`config.mk`:
```
export PLATFORM = sky130hd
export DESIGN_NAME = adcdma_top
export DESIGN_NICKNAME = d
export VERILOG_FILES = /design/src/design/adcdma_pkg.sv /design/src/design/adcdma_top.sv
export SDC_FILE = /design/constraint.sdc
export NUM_CORES = 1
export LEC_CHECK = 0
export BUFFER_PORTS_ARGS = -buffer_cell sky130_fd_sc_hd__buf_2
export CORE_MARGIN = 5
export CORE_UTILIZATION = 57
export DETAILED_ROUTE_END_ITERATION = 10
export PLACE_DENSITY_LB_ADDON = 0.08
export SKIP_LAST_GASP = 1
export SLEW_MARGIN = 25
export SYNTH_ARGS = -nofsm -noshare
export SYNTH_HDL_FRONTEND = slang
export SYNTH_SLANG_ARGS = --single-unit
```
`constraint.sdc`:
```
create_clock -name i_clk -period 21.5 [get_ports i_clk]
set_input_delay 1.075 -clock i_clk [delete_from_list [all_inputs] [get_ports i_clk]]
set_output_delay 1.075 -clock i_clk [all_outputs]
set_load 0.03 [all_outputs]
```
`src/design/adcdma_pkg.sv`:
```
// adcdma_pkg: constants and carrier types for the adc dma capture block
package adcdma_pkg;
   localparam int unsigned CLK_HZ = 10000000;
   localparam int unsigned SAMPLE_PERIOD_NS = 5000;
   localparam int unsigned CLK_PERIOD_NS = 1000000000 / CLK_HZ;
   // shortest sample spacing, rounded up to whole cycles
   localparam int unsigned SAMPLE_CYCLES = (SAMPLE_PERIOD_NS + CLK_PERIOD_NS - 1) / CLK_PERIOD_NS;
   localparam logic [7:0] SAMPLE_CNT_LAST = 8'(SAMPLE_CYCLES - 1);
   localparam int unsigned NUM_CAL = 4;
   localparam logic [3:0] CHAN_STOP = 4'hf;
   localparam logic [23:0] PTR_INC = 24'h000001;
   localparam logic [1:0] PTR_LOW = 2'h0;
   localparam logic [1:0] PTR_MID = 2'h1;
   localparam logic [1:0] PTR_PAGE = 2'h2;
   localparam logic [1:0] CAL_OFS_LO = 2'h0;
   localparam logic [1:0] CAL_OFS_HI = 2'h1;
   localparam logic [1:0] CAL_GAIN_LO = 2'h2;
   localparam logic [1:0] CAL_GAIN_HI = 2'h3;
   // control one: bit 7 powers the adc, bits 3:2 nonzero = conversion timing set
   localparam int unsigned C1_PWR_BIT = 7;
   localparam int unsigned C1_TIME_HI = 3;
   localparam int unsigned C1_TIME_LO = 2;
   // control two: bit 7 irq flag, bit 6 dma enable, bit 5 continuous mode, bits 3:0 channel
   localparam int unsigned C2_IRQ_BIT = 7;
   localparam int unsigned C2_DMA_BIT = 6;
   localparam int unsigned C2_CONT_BIT = 5;
   localparam logic [7:0] C2_RESET = 8'h00;
   localparam logic [7:0] C1_RESET = 8'h00;

   typedef struct packed {
      logic valid;
      logic [3:0] chan;
      logic [11:0] value;
   } adcdma_result_s;

   typedef struct packed {
      logic [23:0] addr;
      logic [15:0] wdata;
      logic wr;
      logic rd;
      logic busy;
   } adcdma_ext_s;

   typedef enum logic [2:0] {
      ST_IDLE = 3'b000,
      ST_READ = 3'b001,
      ST_CONV = 3'b010,
      ST_WAIT = 3'b011,
      ST_WRITE = 3'b100
   } adcdma_state_e;
endpackage

```
`src/design/adcdma_top.sv`:
```
// adcdma_top: calibration, result formatting and dma capture to external ram
`timescale 1ns/10ps

// Function
// internal reference stays off until adc or a dac is enabled.
// four calibration registers correct offset and gain of every conversion.
// power-on reset loads calibration registers from factory nonvolatile constants.
// software may overwrite calibration registers after reset.
// each 12-bit result goes to high and low result registers.
// upper four bits of result high carry the channel code.
// at most one sample per 5 us interval; unread results get overwritten.
// setting dma enable in control two starts continuous sampling.
// dma writes every result to external ram without the cpu.
// software prefills each external ram entry with its channel code.
// 24-bit start pointer written low, then middle, then page byte.
// channel code 1111 in an entry ends the dma table.
// dma advances only when timing and trigger mode are configured.
// end of dma table sets irq flag in control two and interrupts.
// result words written back keep the channel code in upper bits.
// during dma the cpu runs but its port 0 and 2 accesses are blocked.
// blocked port accesses complete for software but drive no pin data.
// busy is set during a conversion and cleared when it ends.
// per entry read channel, convert, write tagged result back, increment pointer.
// external accesses use the multiplexed address/data strobes without stalling samples.
module adcdma_top (
   input wire logic i_clk,
   input wire logic i_rst,
   input wire logic i_ce,
   input wire logic i_c1_wr,
   input wire logic i_c2_wr,
   input wire logic [7:0] i_cdata,
   input wire logic i_cal_wr,
   input wire logic [1:0] i_cal_sel,
   input wire logic [7:0] i_cal_data,
   input wire logic [7:0] i_nv_cal [adcdma_pkg::NUM_CAL],
   input wire logic i_ptr_wr,
   input wire logic [1:0] i_ptr_sel,
   input wire logic [7:0] i_ptr_data,
   input wire logic i_dac_en,
   input wire logic i_conv_done,
   input wire logic [11:0] i_conv_raw,
   input wire logic i_cpu_port_wr,
   input wire logic [15:0] i_cpu_port_data,
   input wire logic [15:0] i_ext_rdata,
   input wire logic i_ext_ready,
   output logic o_ref_on,
   output logic o_conv_start,
   output logic [3:0] o_conv_chan,
   output logic [7:0] o_adc_control_two,
   output logic [7:0] o_adc_control_three,
   output logic [7:0] o_adc_result_high,
   output logic [7:0] o_adc_result_low,
   output logic o_irq,
   output logic o_port_gate,
   output logic [15:0] o_port_data,
   output logic o_port_oe,
   output adcdma_pkg::adcdma_ext_s o_ext,
   output logic [7:0] o_cal [adcdma_pkg::NUM_CAL]
);
   import adcdma_pkg::*;

   typedef struct packed {
      logic [7:0] c1;
      logic [7:0] c2;
      logic [7:0] cal0, cal1, cal2, cal3;
      logic cal_loaded;
      logic [23:0] ptr;
      logic [7:0] ptr_low_st, ptr_mid_st;
      logic [1:0] ptr_phase;
      adcdma_state_e st;
      logic [7:0] gap_cnt;
      logic gap_ok;
      logic busy;
      logic conv_start;
      logic [3:0] chan;
      logic [7:0] res_h, res_l;
      adcdma_result_s buf0, buf1;
      adcdma_ext_s ext;
      logic [15:0] port_data;
      logic port_oe;
      logic done_s1, done_s2, ready_s1, ready_s2;
      logic [11:0] raw_s1, raw_s2;
      logic [15:0] rd_s1, rd_s2;
      logic ref_on;
   } adcdma_state_s;

   adcdma_state_s s_q, s_d;

   // offset then gain correction; gain is a q1.15 fraction, cal3 holds the integer gain bit
   function automatic logic [11:0] correct(input logic [11:0] raw, input logic [15:0] ofs,
                                           input logic [15:0] gain);
      logic signed [17:0] t;
      logic [29:0] p;
      t = 18'($signed({6'h00, raw})) - 18'($signed({ofs[15], ofs[15], ofs}));
      if (t < 0) begin
         t = 18'h00000;
      end else if (t > 18'sh00fff) begin
         t = 18'sh00fff;
      end
      p = 30'(t[11:0]) * 30'(gain);
      if (p[29:27] != 3'h0 || p[26:15] == 12'hfff && p[14]) begin
         correct = 12'hfff;
      end else begin
         correct = p[26:15];
      end
   endfunction

   logic buf_in_ready;
   logic st_conv_now;

   always_comb begin
      s_d = s_q;
      s_d.conv_start = 1'b0;
      s_d.done_s1 = i_conv_done;
      s_d.done_s2 = s_q.done_s1;
      s_d.ready_s1 = i_ext_ready;
      s_d.ready_s2 = s_q.ready_s1;
      s_d.raw_s1 = i_conv_raw;
      s_d.raw_s2 = s_q.raw_s1;
      s_d.rd_s1 = i_ext_rdata;
      s_d.rd_s2 = s_q.rd_s1;
      buf_in_ready = !s_q.buf1.valid;
      st_conv_now = 1'b0;

      // factory constants loaded once after power-on release
      if (!s_q.cal_loaded) begin
         s_d.cal0 = i_nv_cal[CAL_OFS_LO];
         s_d.cal1 = i_nv_cal[CAL_OFS_HI];
         s_d.cal2 = i_nv_cal[CAL_GAIN_LO];
         s_d.cal3 = i_nv_cal[CAL_GAIN_HI];
         s_d.cal_loaded = 1'b1;
      end else if (i_cal_wr) begin
         unique case (i_cal_sel)
            CAL_OFS_LO: s_d.cal0 = i_cal_data;
            CAL_OFS_HI: s_d.cal1 = i_cal_data;
            CAL_GAIN_LO: s_d.cal2 = i_cal_data;
            CAL_GAIN_HI: s_d.cal3 = i_cal_data;
         endcase
      end

      if (i_c1_wr) begin
         s_d.c1 = i_cdata;
      end
      if (i_c2_wr) begin
         s_d.c2 = i_cdata;
      end
      // registered so the pin comes from a flop, yet tracks the control write edge
      s_d.ref_on = s_d.c1[C1_PWR_BIT] | i_dac_en;

      // pointer bytes staged until the page byte commits the whole address
      if (i_ptr_wr) begin
         unique case (i_ptr_sel)
            PTR_LOW: begin
               s_d.ptr_low_st = i_ptr_data;
               s_d.ptr_phase = PTR_MID;
            end
            PTR_MID: begin
               s_d.ptr_mid_st = i_ptr_data;
               if (s_q.ptr_phase == PTR_MID) begin
                  s_d.ptr_phase = PTR_PAGE;
               end
            end
            PTR_PAGE: begin
               if (s_q.ptr_phase == PTR_PAGE) begin
                  s_d.ptr = {i_ptr_data, s_q.ptr_mid_st, s_q.ptr_low_st};
               end
               s_d.ptr_phase = PTR_LOW;
            end
            default: s_d.ptr_phase = PTR_LOW;
         endcase
      end

      // 5 us minimum spacing between conversion starts
      if (s_q.gap_cnt != 8'h00) begin
         s_d.gap_cnt = s_q.gap_cnt - 8'h01;
      end else begin
         s_d.gap_ok = 1'b1;
      end

      // finished conversion lands in the two-entry buffer
      if (s_q.busy && s_q.done_s2) begin
         s_d.busy = 1'b0;
         if (buf_in_ready) begin
            if (!s_q.buf0.valid) begin
               s_d.buf0 = '{valid: 1'b1, chan: s_q.chan,
                  value: correct(s_q.raw_s2, {s_q.cal1, s_q.cal0}, {s_q.cal3, s_q.cal2})};
            end else begin
               s_d.buf1 = '{valid: 1'b1, chan: s_q.chan,
                  value: correct(s_q.raw_s2, {s_q.cal1, s_q.cal0}, {s_q.cal3, s_q.cal2})};
            end
         end
      end

      // drain side: cpu result registers, overwritten if not read in time
      if (s_q.buf0.valid && (!s_q.c2[C2_DMA_BIT] || s_q.st == ST_WAIT)) begin
         s_d.res_h = {s_q.buf0.chan, s_q.buf0.value[11:8]};
         s_d.res_l = s_q.buf0.value[7:0];
         if (s_q.c2[C2_DMA_BIT]) begin
            s_d.ext.wdata = {s_q.buf0.chan, s_q.buf0.value};
            s_d.ext.wr = 1'b1;
            s_d.st = ST_WRITE;
         end
         s_d.buf0 = s_q.buf1;
         s_d.buf1.valid = 1'b0;
      end

      unique case (s_q.st)
         ST_IDLE: begin
            // start only with timing and continuous trigger configured
            if (s_q.c2[C2_DMA_BIT] && s_q.c2[C2_CONT_BIT] && s_q.c1[C1_PWR_BIT] &&
                s_q.c1[C1_TIME_HI:C1_TIME_LO] != 2'h0) begin
               s_d.ext.addr = s_q.ptr;
               s_d.ext.rd = 1'b1;
               s_d.ext.busy = 1'b1;
               s_d.st = ST_READ;
            end
         end
         ST_READ: begin
            if (s_q.ready_s2) begin
               s_d.ext.rd = 1'b0;
               if (s_q.rd_s2[15:12] == CHAN_STOP) begin
                  s_d.c2[C2_IRQ_BIT] = 1'b1;
                  s_d.c2[C2_DMA_BIT] = 1'b0;
                  s_d.ext.busy = 1'b0;
                  s_d.st = ST_IDLE;
               end else begin
                  s_d.chan = s_q.rd_s2[15:12];
                  s_d.st = ST_CONV;
               end
            end
         end
         ST_CONV: begin
            if (s_q.gap_ok && !s_q.busy && buf_in_ready) begin
               st_conv_now = 1'b1;
               s_d.st = ST_WAIT;
            end
         end
         ST_WAIT: begin
         end
         ST_WRITE: begin
            // ready is a level seen two flops late: let it fall before the next read
            if (s_q.ready_s2 && s_q.ext.wr) begin
               s_d.ext.wr = 1'b0;
               s_d.ext.addr = s_q.ext.addr + PTR_INC;
            end else if (!s_q.ready_s2 && !s_q.ext.wr) begin
               s_d.ext.rd = 1'b1;
               s_d.st = ST_READ;
            end
         end
      endcase

      // cpu-driven conversion outside dma, channel from control two
      if (!s_q.c2[C2_DMA_BIT] && s_q.c2[C2_CONT_BIT] && s_q.c1[C1_PWR_BIT] && s_q.gap_ok &&
          !s_q.busy && buf_in_ready) begin
         s_d.chan = s_q.c2[3:0];
         st_conv_now = 1'b1;
      end
      if (st_conv_now) begin
         s_d.conv_start = 1'b1;
         s_d.busy = 1'b1;
         s_d.gap_ok = 1'b0;
         s_d.gap_cnt = SAMPLE_CNT_LAST;
      end

      // cpu port writes swallowed while dma owns ports 0 and 2
      s_d.port_oe = s_q.port_oe && !s_q.ext.busy;
      if (i_cpu_port_wr && !s_q.ext.busy) begin
         s_d.port_data = i_cpu_port_data;
         s_d.port_oe = 1'b1;
      end
      // pins carry the dma address/data when dma owns the bus
      if (s_q.ext.busy) begin
         s_d.port_data = s_q.ext.wr ? s_q.ext.wdata : s_q.ext.addr[15:0];
         s_d.port_oe = s_q.ext.wr || s_q.ext.rd;
      end
   end

   always_ff @(posedge i_clk or posedge i_rst) begin
      if (i_rst) begin
         s_q <= '0;
         s_q.c1 <= C1_RESET;
         s_q.c2 <= C2_RESET;
         s_q.st <= ST_IDLE;
      end else if (i_ce) begin
         s_q <= s_d;
      end
   end

   assign o_ref_on = s_q.ref_on;
   assign o_conv_start = s_q.conv_start;
   assign o_conv_chan = s_q.chan;
   assign o_adc_control_two = s_q.c2;
   assign o_adc_control_three = {s_q.busy, 7'h00};
   assign o_adc_result_high = s_q.res_h;
   assign o_adc_result_low = s_q.res_l;
   assign o_irq = s_q.c2[C2_IRQ_BIT];
   assign o_port_gate = s_q.ext.busy;
   assign o_port_data = s_q.port_data;
   assign o_port_oe = s_q.port_oe;
   assign o_ext = s_q.ext;
   assign o_cal[0] = s_q.cal0;
   assign o_cal[1] = s_q.cal1;
   assign o_cal[2] = s_q.cal2;
   assign o_cal[3] = s_q.cal3;
endmodule

```
==> run_results.csv, run 1 <==
group,metric,value,unit
status,status,"finished clean",
drt,drc_errors,0,
drt,viasPerCell,5.628,
global_route,grt_max_degree,107,
timing,fmax,109.9,MHz
critical_path,path_class,"reg2reg",
run,max_cap_viol_count,0,
die,initial_core_util,57.95,%
cells_and_area,antenna_cells,0,
clocking,cts_resized,0,
drt,drtPass1Iterations,6,
yosys,ys_seq_elements,251,
global_route,grt_usage,24.58,%
timing,finalCritPeriodShare,42.33,%
drt,routed_wl,45.75,mm
yosys,syn_area_per_cell,9.693,um2
timing,slew_headroom,34.20,%
clocking,clk_pin_slew_worst_paths,0.06,ns
clocking,clock_path_buffers,3,
global_route,antenna_found_initial,0,
timing,drv_slew,0,
die,row_count,66,
yosys,ys_seq_area_share,33.14,%
clocking,cts_buffers,27,
critical_path,crit_fanout,16,
yosys,yosysMostFrequentCell,"dfrtp_1",
timing,tightest_slew,0.9870,ns
clocking,cts.sinks,251,
global_route,grt_pass1_wl,73.67,mm
timing,tns,0,ns
place,dpl.hpwl,34.62,mm
drt,post_drt_wl_per_cell,18.54,um
die,core_area,0.03270,mm2
timing,finalHoldViolations,0,
place,dp_cells,2420,
critical_path,cp.required,21.92,ns
yosys,netlist.area_leader.share,33.14,%
timing,fin_worst_skew,0.01510,ns
yosys,async_flop_share,100.0,%
drt,drt_iter0_markers,714,
timing,period_needed,9.101,ns
die,io-pin-count,247,
cells_and_area,layout-drive-gt1-share,22.31,%
critical_path,slowest_stage,"a21boi_2",
yosys,yosys.cell_types.count,75,
cells_and_area,n_fill_cell,2854,
clocking,root_buffer,"clkbuf_16",
cells_and_area,nNetsFinal,2339,
die,dieArea,0.03699,mm2
yosys,synth_common_cells,"251 x dfrtp_1, 206 x nand2_1, 187 x inv_1",
hold_path,hold_path_class,"reg2reg",
critical_path,end_kind,"flop",
place,port_buffers,227,
place,gp_congestion,0.8606,
die,die_x,192.3,um
yosys,synth_enable_flop_cells,0,
clocking,htree_levels,1,
clocking,cts_tree,"built",
timing,setup_viol,0,
critical_path,slowest_delay,0.70,ns
yosys,synth_area,0.01895,mm2
drt,vias,13890,
clocking,cts_setup_buffers,0,
yosys,synth_area_leader_cell,"dfrtp_1",
critical_path,cp-start-kind,"flop",
yosys,synth_warnings,0,
cells_and_area,area_growth,7.685,%
critical_path,arrival,9.52,ns
yosys,synth_ff_type,"dfrtp_1",
clocking,clk_latency,0.54,ns
yosys,postSynthCellCount,1955,
die,die_h,192.3,um
global_route,grt_pass1_vias,14010,
drt,drtAntennaViolNets,0,
cells_and_area,final_cells,2468,
critical_path,cpMostUsedCell,"fa_1",
clocking,holdBufCountCts,0,
global_route,overflow,0,
yosys,synthTopCellsByArea,"dfrtp_1 33%, fa_1 15%, mux2_2 8.0%",
timing,rsz0062_at_grt,"no",
## flip-flops by register name (all words and copies together) (netlist names), 4 cells and up
signal	count
o_ext	42
s_q	110
o_cal	32
o_port_data	16
o_adc_result_high	8
o_adc_control_two	8
o_conv_chan	4
s_d	18
o_adc_result_low	8
## layer usage
metal	global-route usage, %	up-vias	routed length [um]
met3	3.220	68	2579
met1	33.36	6909	19510
met2	42.14	386	22500
met4	6.253	0	1163
li1	-	6528	-
met5	0	-	0
## cell type report
cell class	count	area, um2	share of cell area (%)
inverters	189	716.9	3.513
multi-input cells	1298	10680	52.33
repair buffers	240	1240	6.076
well taps	442	553.0	2.710
flip-flops and latches	251	6282	30.78
clock buffers	38	767.0	3.758
clock inverters	10	168.9	0.8277
## placed cells by master, fill, tap and decap left out, types with 14 or more instances in the layout
cell type  Yosys  routed
mux2i_1       39      39
nor2_1       117     117
fa_1         140     140
mux2_2       134     134
a21oi_1      124     124
a31oi_1       14      14
nor3_1        17      16
xnor2_1       16      16
clkbuf_16      0      27
nand3_1       29      28
dfrtp_1      251     250
inv_1        187     186
o21ai_0       60      60
and2_1        67      67
and3_1        23      23
ha_1          77      77
nand2_1      206     206
buf_2         15     226
a21o_1        21      21
a22o_1        33      33
## path summary, 6_finish.rpt
check	start	end	slack [ns]	cells after the start
max	o_cal[24]	s_q[139]	12.40	30
min	s_d[33]	s_q[33]	0.50	2
max reg2reg	o_cal[24]	s_q[139]	12.40	30
min reg2reg	s_d[33]	s_q[33]	0.50	2
max in group asynchronous	i_rst	s_q[231]	18.70	4
min in group asynchronous	i_rst	o_adc_result_high[1]	0.66	2
## metrics by stage
stage	utilization (%)	cell area [um2]	worst slack, ns	hold slack, ns
floorplan	-	18970	13.53	0.4492
global placement	59.44	19440	12.29	0.4690
detailed placement	59.49	19450	12.47	0.4864
CTS	62.35	20390	12.43	0.5026
global route	62.40	20410	11.85	0.5068
finish	62.40	20410	12.40	0.4977
## cells by family (layout without fill, tap and decap cells)
kind of cell / after synthesis / in the layout / share of synthesized area, %
xor gates and xnor gates: 26 / 26 / 1.202
DFF: 251 / 251 / 33.14
adders and majority gates: 217 / 217 / 19.87
buffers and inverters: 412 / 477 / 10.81
other: 1 / 7 / 0.01979
AOI/OAI and AO/OA: 346 / 346 / 11.68
muxes: 174 / 174 / 10.08
and+or+nand+nor: 528 / 528 / 13.19
## critical path, delay by kind of cell (launching register included)
family,cells,cell delay [ns]
mux,1,0.46
buf+inv,4,0.38
flops,1,0.40
simple gates,9,1.84
compound gates,8,2.34
fa+ha+maj,8,3.54
Power of run 1 is left out: the tool's default activity adds up to more than one toggle a clock period on the data nets, which glitch-free logic cannot reach.
==> run 2, diff against run 1 <==
--- a/config.mk
+++ b/config.mk
@@ -7,7 +7,7 @@
 export LEC_CHECK = 0
 export BUFFER_PORTS_ARGS = -buffer_cell sky130_fd_sc_hd__buf_2
 export CORE_MARGIN = 5
-export CORE_UTILIZATION = 57
+export CORE_UTILIZATION = 54
 export DETAILED_ROUTE_END_ITERATION = 10
 export PLACE_DENSITY_LB_ADDON = 0.08
 export SKIP_LAST_GASP = 1
==> constraint.sdc (replaced) <==
create_clock -name i_clk -period 7.4 [get_ports i_clk]
set_input_delay 0.37 -clock i_clk [delete_from_list [all_inputs] [get_ports i_clk]]
set_output_delay 0.37 -clock i_clk [all_outputs]
set_load 0.03 [all_outputs]
==> run 2 against run 1 <==
- the flow now finishes with violations (negative setup slack)
- global-route usage down 0.37 points
- sequential cell count is the same
- non-clock buffer count grew 149
- critical path depth is 3 higher
- highest routed layer unchanged
==> run_results.csv, run 2 (synthesis gave the netlist of run 1 again) <==
group,metric,value,unit
global_route,antenna_found_initial,0,
clocking,htree_levels,1,
cells_and_area,nNetsFinal,2489,
die,dieArea,0.03894,mm2
die,io-pin-count,247,
timing,slew_headroom,35.59,%
clocking,clk_pin_slew_worst_paths,0.06,ns
critical_path,cp.required,7.82,ns
drt,drtAntennaViolNets,0,
status,status,"finished with violations",
timing,drv_slew,0,
drt,routed_wl,48.06,mm
cells_and_area,layout-drive-gt1-share,31.13,%
timing,worst_slack,-0.4071,ns
drt,post_drt_wl_per_cell,18.25,um
status,violations,"negative setup slack",
global_route,grt_pass1_wl,76.95,mm
place,dpl.hpwl,36.82,mm
global_route,grt_pass1_vias,14720,
critical_path,crit_fanout,6,
drt,drtPass1Iterations,7,
clocking,clock_path_buffers,3,
hold_path,hold_path_class,"in2reg",
die,initial_core_util,54.73,%
critical_path,end_kind,"flop",
drt,wl_met3,2.667,mm
cells_and_area,area_growth,17.38,%
timing,period_needed,7.807,ns
drt,drt_iter0_markers,764,
die,die_x,197.3,um
cells_and_area,antenna_cells,0,
cells_and_area,largest_reg_flops,110,
cells_and_area,final_cells,2633,
timing,finalCritPeriodShare,105.5,%
drt,drt-met1-wl,20.10,mm
critical_path,cp-start-kind,"flop",
place,dp_cells,2558,
timing,fmax,128.1,MHz
timing,fin_worst_skew,0.02295,ns
place,gp_congestion,0.8742,
clocking,cts.sinks,251,
global_route,grt_max_degree,159,
die,die_h,197.3,um
timing,finalHoldViolations,0,
place,placed_cell_area,0.02064,mm2
global_route,grt_usage,24.22,%
timing,tightest_slew,0.9662,ns
critical_path,arrival,8.23,ns
cells_and_area,final_common_cell,"dfrtp_1",
die,core_area,0.03463,mm2
drt,viasPerCell,5.551,
drt,vias,14620,
cells_and_area,regMostFlops,"s_q",
critical_path,slowest_delay,0.54,ns
run,max_cap_viol_count,0,
timing,setup_viol,24,
cells_and_area,fin_util,64.24,%
clocking,cts_buffers,27,
die,row_count,68,
global_route,overflow,0,
drt,drc_errors,0,
critical_path,slowest_stage,"fa_1",
cells_and_area,layout_common_cells,"250 x dfrtp_1, 226 x buf_2, 198 x nand2_1",
drt,top_layer_used,"met4",
drt,wl_met2,23.81,mm
timing,rsz0062_at_grt,"yes",
clocking,root_buffer,"clkbuf_16",
critical_path,path_class,"reg2reg",
clocking,cts_tree,"built",
critical_path,cpMostUsedCell,"fa_1",
place,port_buffers,227,
cells_and_area,final_area,0.02225,mm2
clocking,clk_latency,0.55,ns
[run 2: changes by cell type in the layout (fill, tap and decap cells not counted), sizes merged]
cell	previous run	this run
buf	240	387
dlygate4sd3	0	1
o211a	1	2
clkbuf	38	39
inv	191	190
bufinv	4	5
clkinvlp	0	2
[run 2: layout make-up]
| class | count | area (um2) |
|---|---|---|
| Fill cell | 2866 | 12380 |
| Multi-Input combinational cell | 1299 | 11210 |
| Sequential cell | 251 | 6282 |
| Timing Repair Buffer | 389 | 2487 |
| Clock buffer | 38 | 767.0 |
| Inverter | 189 | 716.9 |
| Tap cell | 455 | 569.3 |
| Clock inverter | 12 | 209.0 |
[run 2: what timing repair did]
action / 4_1_cts / 5_1_grt
setup endpoints to repair: 24 / 24
hold buffers: 1 / 0
pin swaps: 8 / 58
cloned: 1 / 1
gates resized for setup: 26 / 58
setup buffers: 9 / 14
hold endpoints to repair: 93 / 0
[run 2: worst max-delay path, delay by kind of cell, from the launching register on]
kind	cells	cell delay (ns)
buffers and inverters	7	0.70
AO/OA/AOI/OAI	10	1.87
XOR/XNOR	1	0.33
flip-flops	1	0.38
multiplexers	1	0.18
AND/OR/NAND/NOR	6	0.95
adder cells (fa/ha/maj)	8	3.25
[run 2: path summary, 6_finish.rpt]
kind / to / slack [ns] / depth (start not counted) / startpoint
max in group asynchronous: s_q[231] / 5.54 / 4 / i_rst
min in group asynchronous: o_adc_result_high[6] / 0.50 / 3 / i_rst
setup reg to reg: s_q[139] / -0.41 / 33 / o_cal[24]
hold / removal: s_q[190] / 0.03 / 2 / i_ptr_wr
setup / recovery: s_q[139] / -0.41 / 33 / o_cal[24]
hold reg to reg: s_q[222] / 0.49 / 1 / s_q[198]
[run 2: layer usage]
| layer | track usage, % | up-vias |
|---|---|---|
| li1 | - | 6823 |
| met1 | 32.60 | 7258 |
| met2 | 41.23 | 459 |
| met3 | 2.780 | 75 |
| met4 | 7.884 | 0 |
| met5 | 0 | - |
[run 2: stage by stage]
stage	hold slack (ns)	TNS, ns	setup WS [ns]
finish	0.03312	-7.626	-0.4071
floorplan	0.4492	-0.04057	-0.04057
CTS	0.008522	-5.455	-0.3135
detailed placement	0.4857	-7.817	-0.4494
global route	0.02436	-17.15	-0.7649
global placement	0.4822	-5.419	-0.3376
Power of run 2 is left out for the same reason.
==> run 3, diff against run 2 <==
--- a/config.mk
+++ b/config.mk
@@ -6,7 +6,7 @@
 export NUM_CORES = 1
 export LEC_CHECK = 0
 export BUFFER_PORTS_ARGS = -buffer_cell sky130_fd_sc_hd__buf_2
-export CORE_MARGIN = 5
+export CORE_MARGIN = 2
 export CORE_UTILIZATION = 54
 export DETAILED_ROUTE_END_ITERATION = 10
 export PLACE_DENSITY_LB_ADDON = 0.08
==> run 3 against run 2 <==
- the flow still finishes with violations (negative setup slack)
- via count shrank 0.61%
- register-to-register slack better by 0.21 ns
- clock skew shrank 0.0026 ns
- final cell count about the same
- routed wire length is essentially flat
- hold slack gained 0.0061 ns
- maximum frequency increased by 2.8%
- non-clock buffer count up 1
- global-route usage increased by 2.1 points
- critical path type unchanged
- largest cell class unchanged
==> run_results.csv, run 3 (synthesis gave the netlist of run 1 again) <==
group,metric,value,unit
global_route,antenna_found_initial,0,
global_route,grt_pass1_wl,77.07,mm
cells_and_area,layout-drive-gt1-share,31.13,%
timing,finalCritPeriodShare,102.6,%
critical_path,crit_fanout,7,
timing,setup_viol,24,
timing,slew_headroom,31.32,%
timing,fin_worst_skew,0.02039,ns
critical_path,r2r_slack,-0.19,ns
critical_path,slowest_delay,0.58,ns
cells_and_area,final_area,0.02218,mm2
timing,finalHoldViolations,0,
place,gp_congestion,0.9020,
place,port_buffers,227,
timing,worst_slack,-0.1924,ns
critical_path,reg2regPathDepth,32,
die,die_x,191.3,um
critical_path,cp-start-kind,"flop",
critical_path,crit_end,"s_q[139]",
critical_path,arrival,8.02,ns
critical_path,cpMostUsedCell,"fa_2",
global_route,overflow,0,
critical_path,end_kind,"flop",
cells_and_area,multiInputGateArea,0.01123,mm2
die,core_area,0.03454,mm2
timing,tightest_slew,1.030,ns
cells_and_area,layout_common_cells,"250 x dfrtp_1, 226 x buf_2, 196 x nand2_1",
global_route,grt_pass1_vias,14760,
critical_path,rr_startpoint,"o_cal[24]",
critical_path,rr_endpoint,"s_q[139]",
cells_and_area,fin_util,64.20,%
critical_path,crit_start,"o_cal[24]",
timing,rsz0062_at_grt,"yes",
place,placed_cell_area,0.02063,mm2
drt,viasPerCell,5.515,
cells_and_area,n_fill_cell,2911,
clocking,clk_latency,0.55,ns
drt,vias,14530,
die,die_h,191.3,um
critical_path,crit_cells,32,
clocking,cts_tree,"built",
die,initial_core_util,54.86,%
die,row_count,68,
die,dieArea,0.03661,mm2
place,dp_cells,2560,
clocking,clock_path_buffers,3,
status,status,"finished with violations",
cells_and_area,final_cells,2634,
die,io-pin-count,247,
cells_and_area,final_common_cell,"dfrtp_1",
timing,fmax,131.7,MHz
critical_path,crit_family,"adder cells",
drt,drt_iter0_markers,805,
hold_path,hold_path_class,"in2reg",
global_route,grt_max_degree,161,
drt,post_drt_wl_per_cell,18.25,um
place,dpl.hpwl,36.29,mm
critical_path,slowest_stage,"fa_2",
clocking,clk_pin_slew_worst_paths,0.06,ns
critical_path,critPathBufInv,6,
run,max_cap_viol_count,0,
timing,drv_slew,0,
cells_and_area,area_growth,17.02,%
drt,drc_errors,0,
clocking,root_buffer,"clkbuf_16",
status,violations,"negative setup slack",
critical_path,path_class,"reg2reg",
drt,drtPass1Iterations,5,
timing,period_needed,7.592,ns
critical_path,cp.required,7.83,ns
drt,drtAntennaViolNets,0,
cells_and_area,regMostFlops,"s_q",
clocking,cts.sinks,251,
clocking,cts_buffers,27,
clocking,htree_levels,1,
global_route,grt_usage,26.34,%
cells_and_area,nNetsFinal,2490,
cells_and_area,largest_reg_flops,110,
cells_and_area,regArea,0.006282,mm2
drt,routed_wl,48.06,mm
## run 3: cell types whose count changed in the layout (fill, tap and decap cells not counted), sizes merged
| cell | change |
|---|---|
| bufinv | -3 |
| clkinv | +3 |
| clkinvlp | -2 |
| a21boi | +1 |
| buf | +1 |
| diode | +1 |
| inv | +1 |
| o211a | -1 |
## run 3: worst min path at each step
stage               slack, ns  cells after the start                 start              endpoint
CTS                      0.03                      2              i_ptr_wr              s_q[190]
floorplan                0.45                      2               s_d[33]               s_q[33]
global route             0.04                      2         i_conv_raw[7]               s_d[40]
detailed placement       0.49                      1  o_adc_result_high[5]  o_adc_result_high[5]
global placement         0.48                      2               s_d[57]               s_q[57]
finish                   0.04                      2              i_ptr_wr              s_q[190]
## run 3: per-layer routing
layer	wire length (um)	GRT usage, %	vias up	share of wire, %
li1	-	-	6811	-
met1	20410	34.81	7186	42
met2	24010	46.47	450	50
met3	2591	2.956	79	5.4
met4	1044	6.036	0	2.2
met5	0	0	-	0
## run 3: stage by stage
stage	hold slack [ns]	setup WS, ns	setup TNS [ns]
2_1_floorplan	0.4492	-0.04057	-0.04057
3_3_place_gp	0.4825	-0.3243	-5.075
3_5_place_dp	0.4880	-0.4614	-7.607
4_1_cts	0.02599	-0.2358	-4.205
5_1_grt	0.04466	-0.5217	-10.82
6_report	0.03925	-0.1924	-2.763
## run 3: timing repair
item                                    in CTS  in global routing
resized for setup                           53                 33
pin swaps                                   34                 26
hold buffers                                 1                  0
endpoints found under the setup margin      24                 24
setup buffers                               10                 11
cloned                                       2                  0
hold endpoints to repair                    91                  0
## run 3: worst reg2reg max path, delay by kind of cell, from the launching register on
kind,cells,cell delay (ns)
flip-flops,1,0.38
AND/OR/NAND/NOR,5,0.73
AO/OA/AOI/OAI,12,2.14
multiplexers,1,0.26
adder cells (fa/ha/maj),8,3.35
buffers and inverters,6,0.60
## run 3: layout make-up
type,instances,area share [%]
Antenna cell,1,0.01128
Inverter,189,3.233
Clock buffer,38,3.413
Timing Repair Buffer,390,11.23
Sequential cell,251,28.33
Clock inverter,11,0.5586
Multi-Input combinational cell,1299,50.66
Tap cell,455,2.567
Power of run 3 is left out for the same reason.
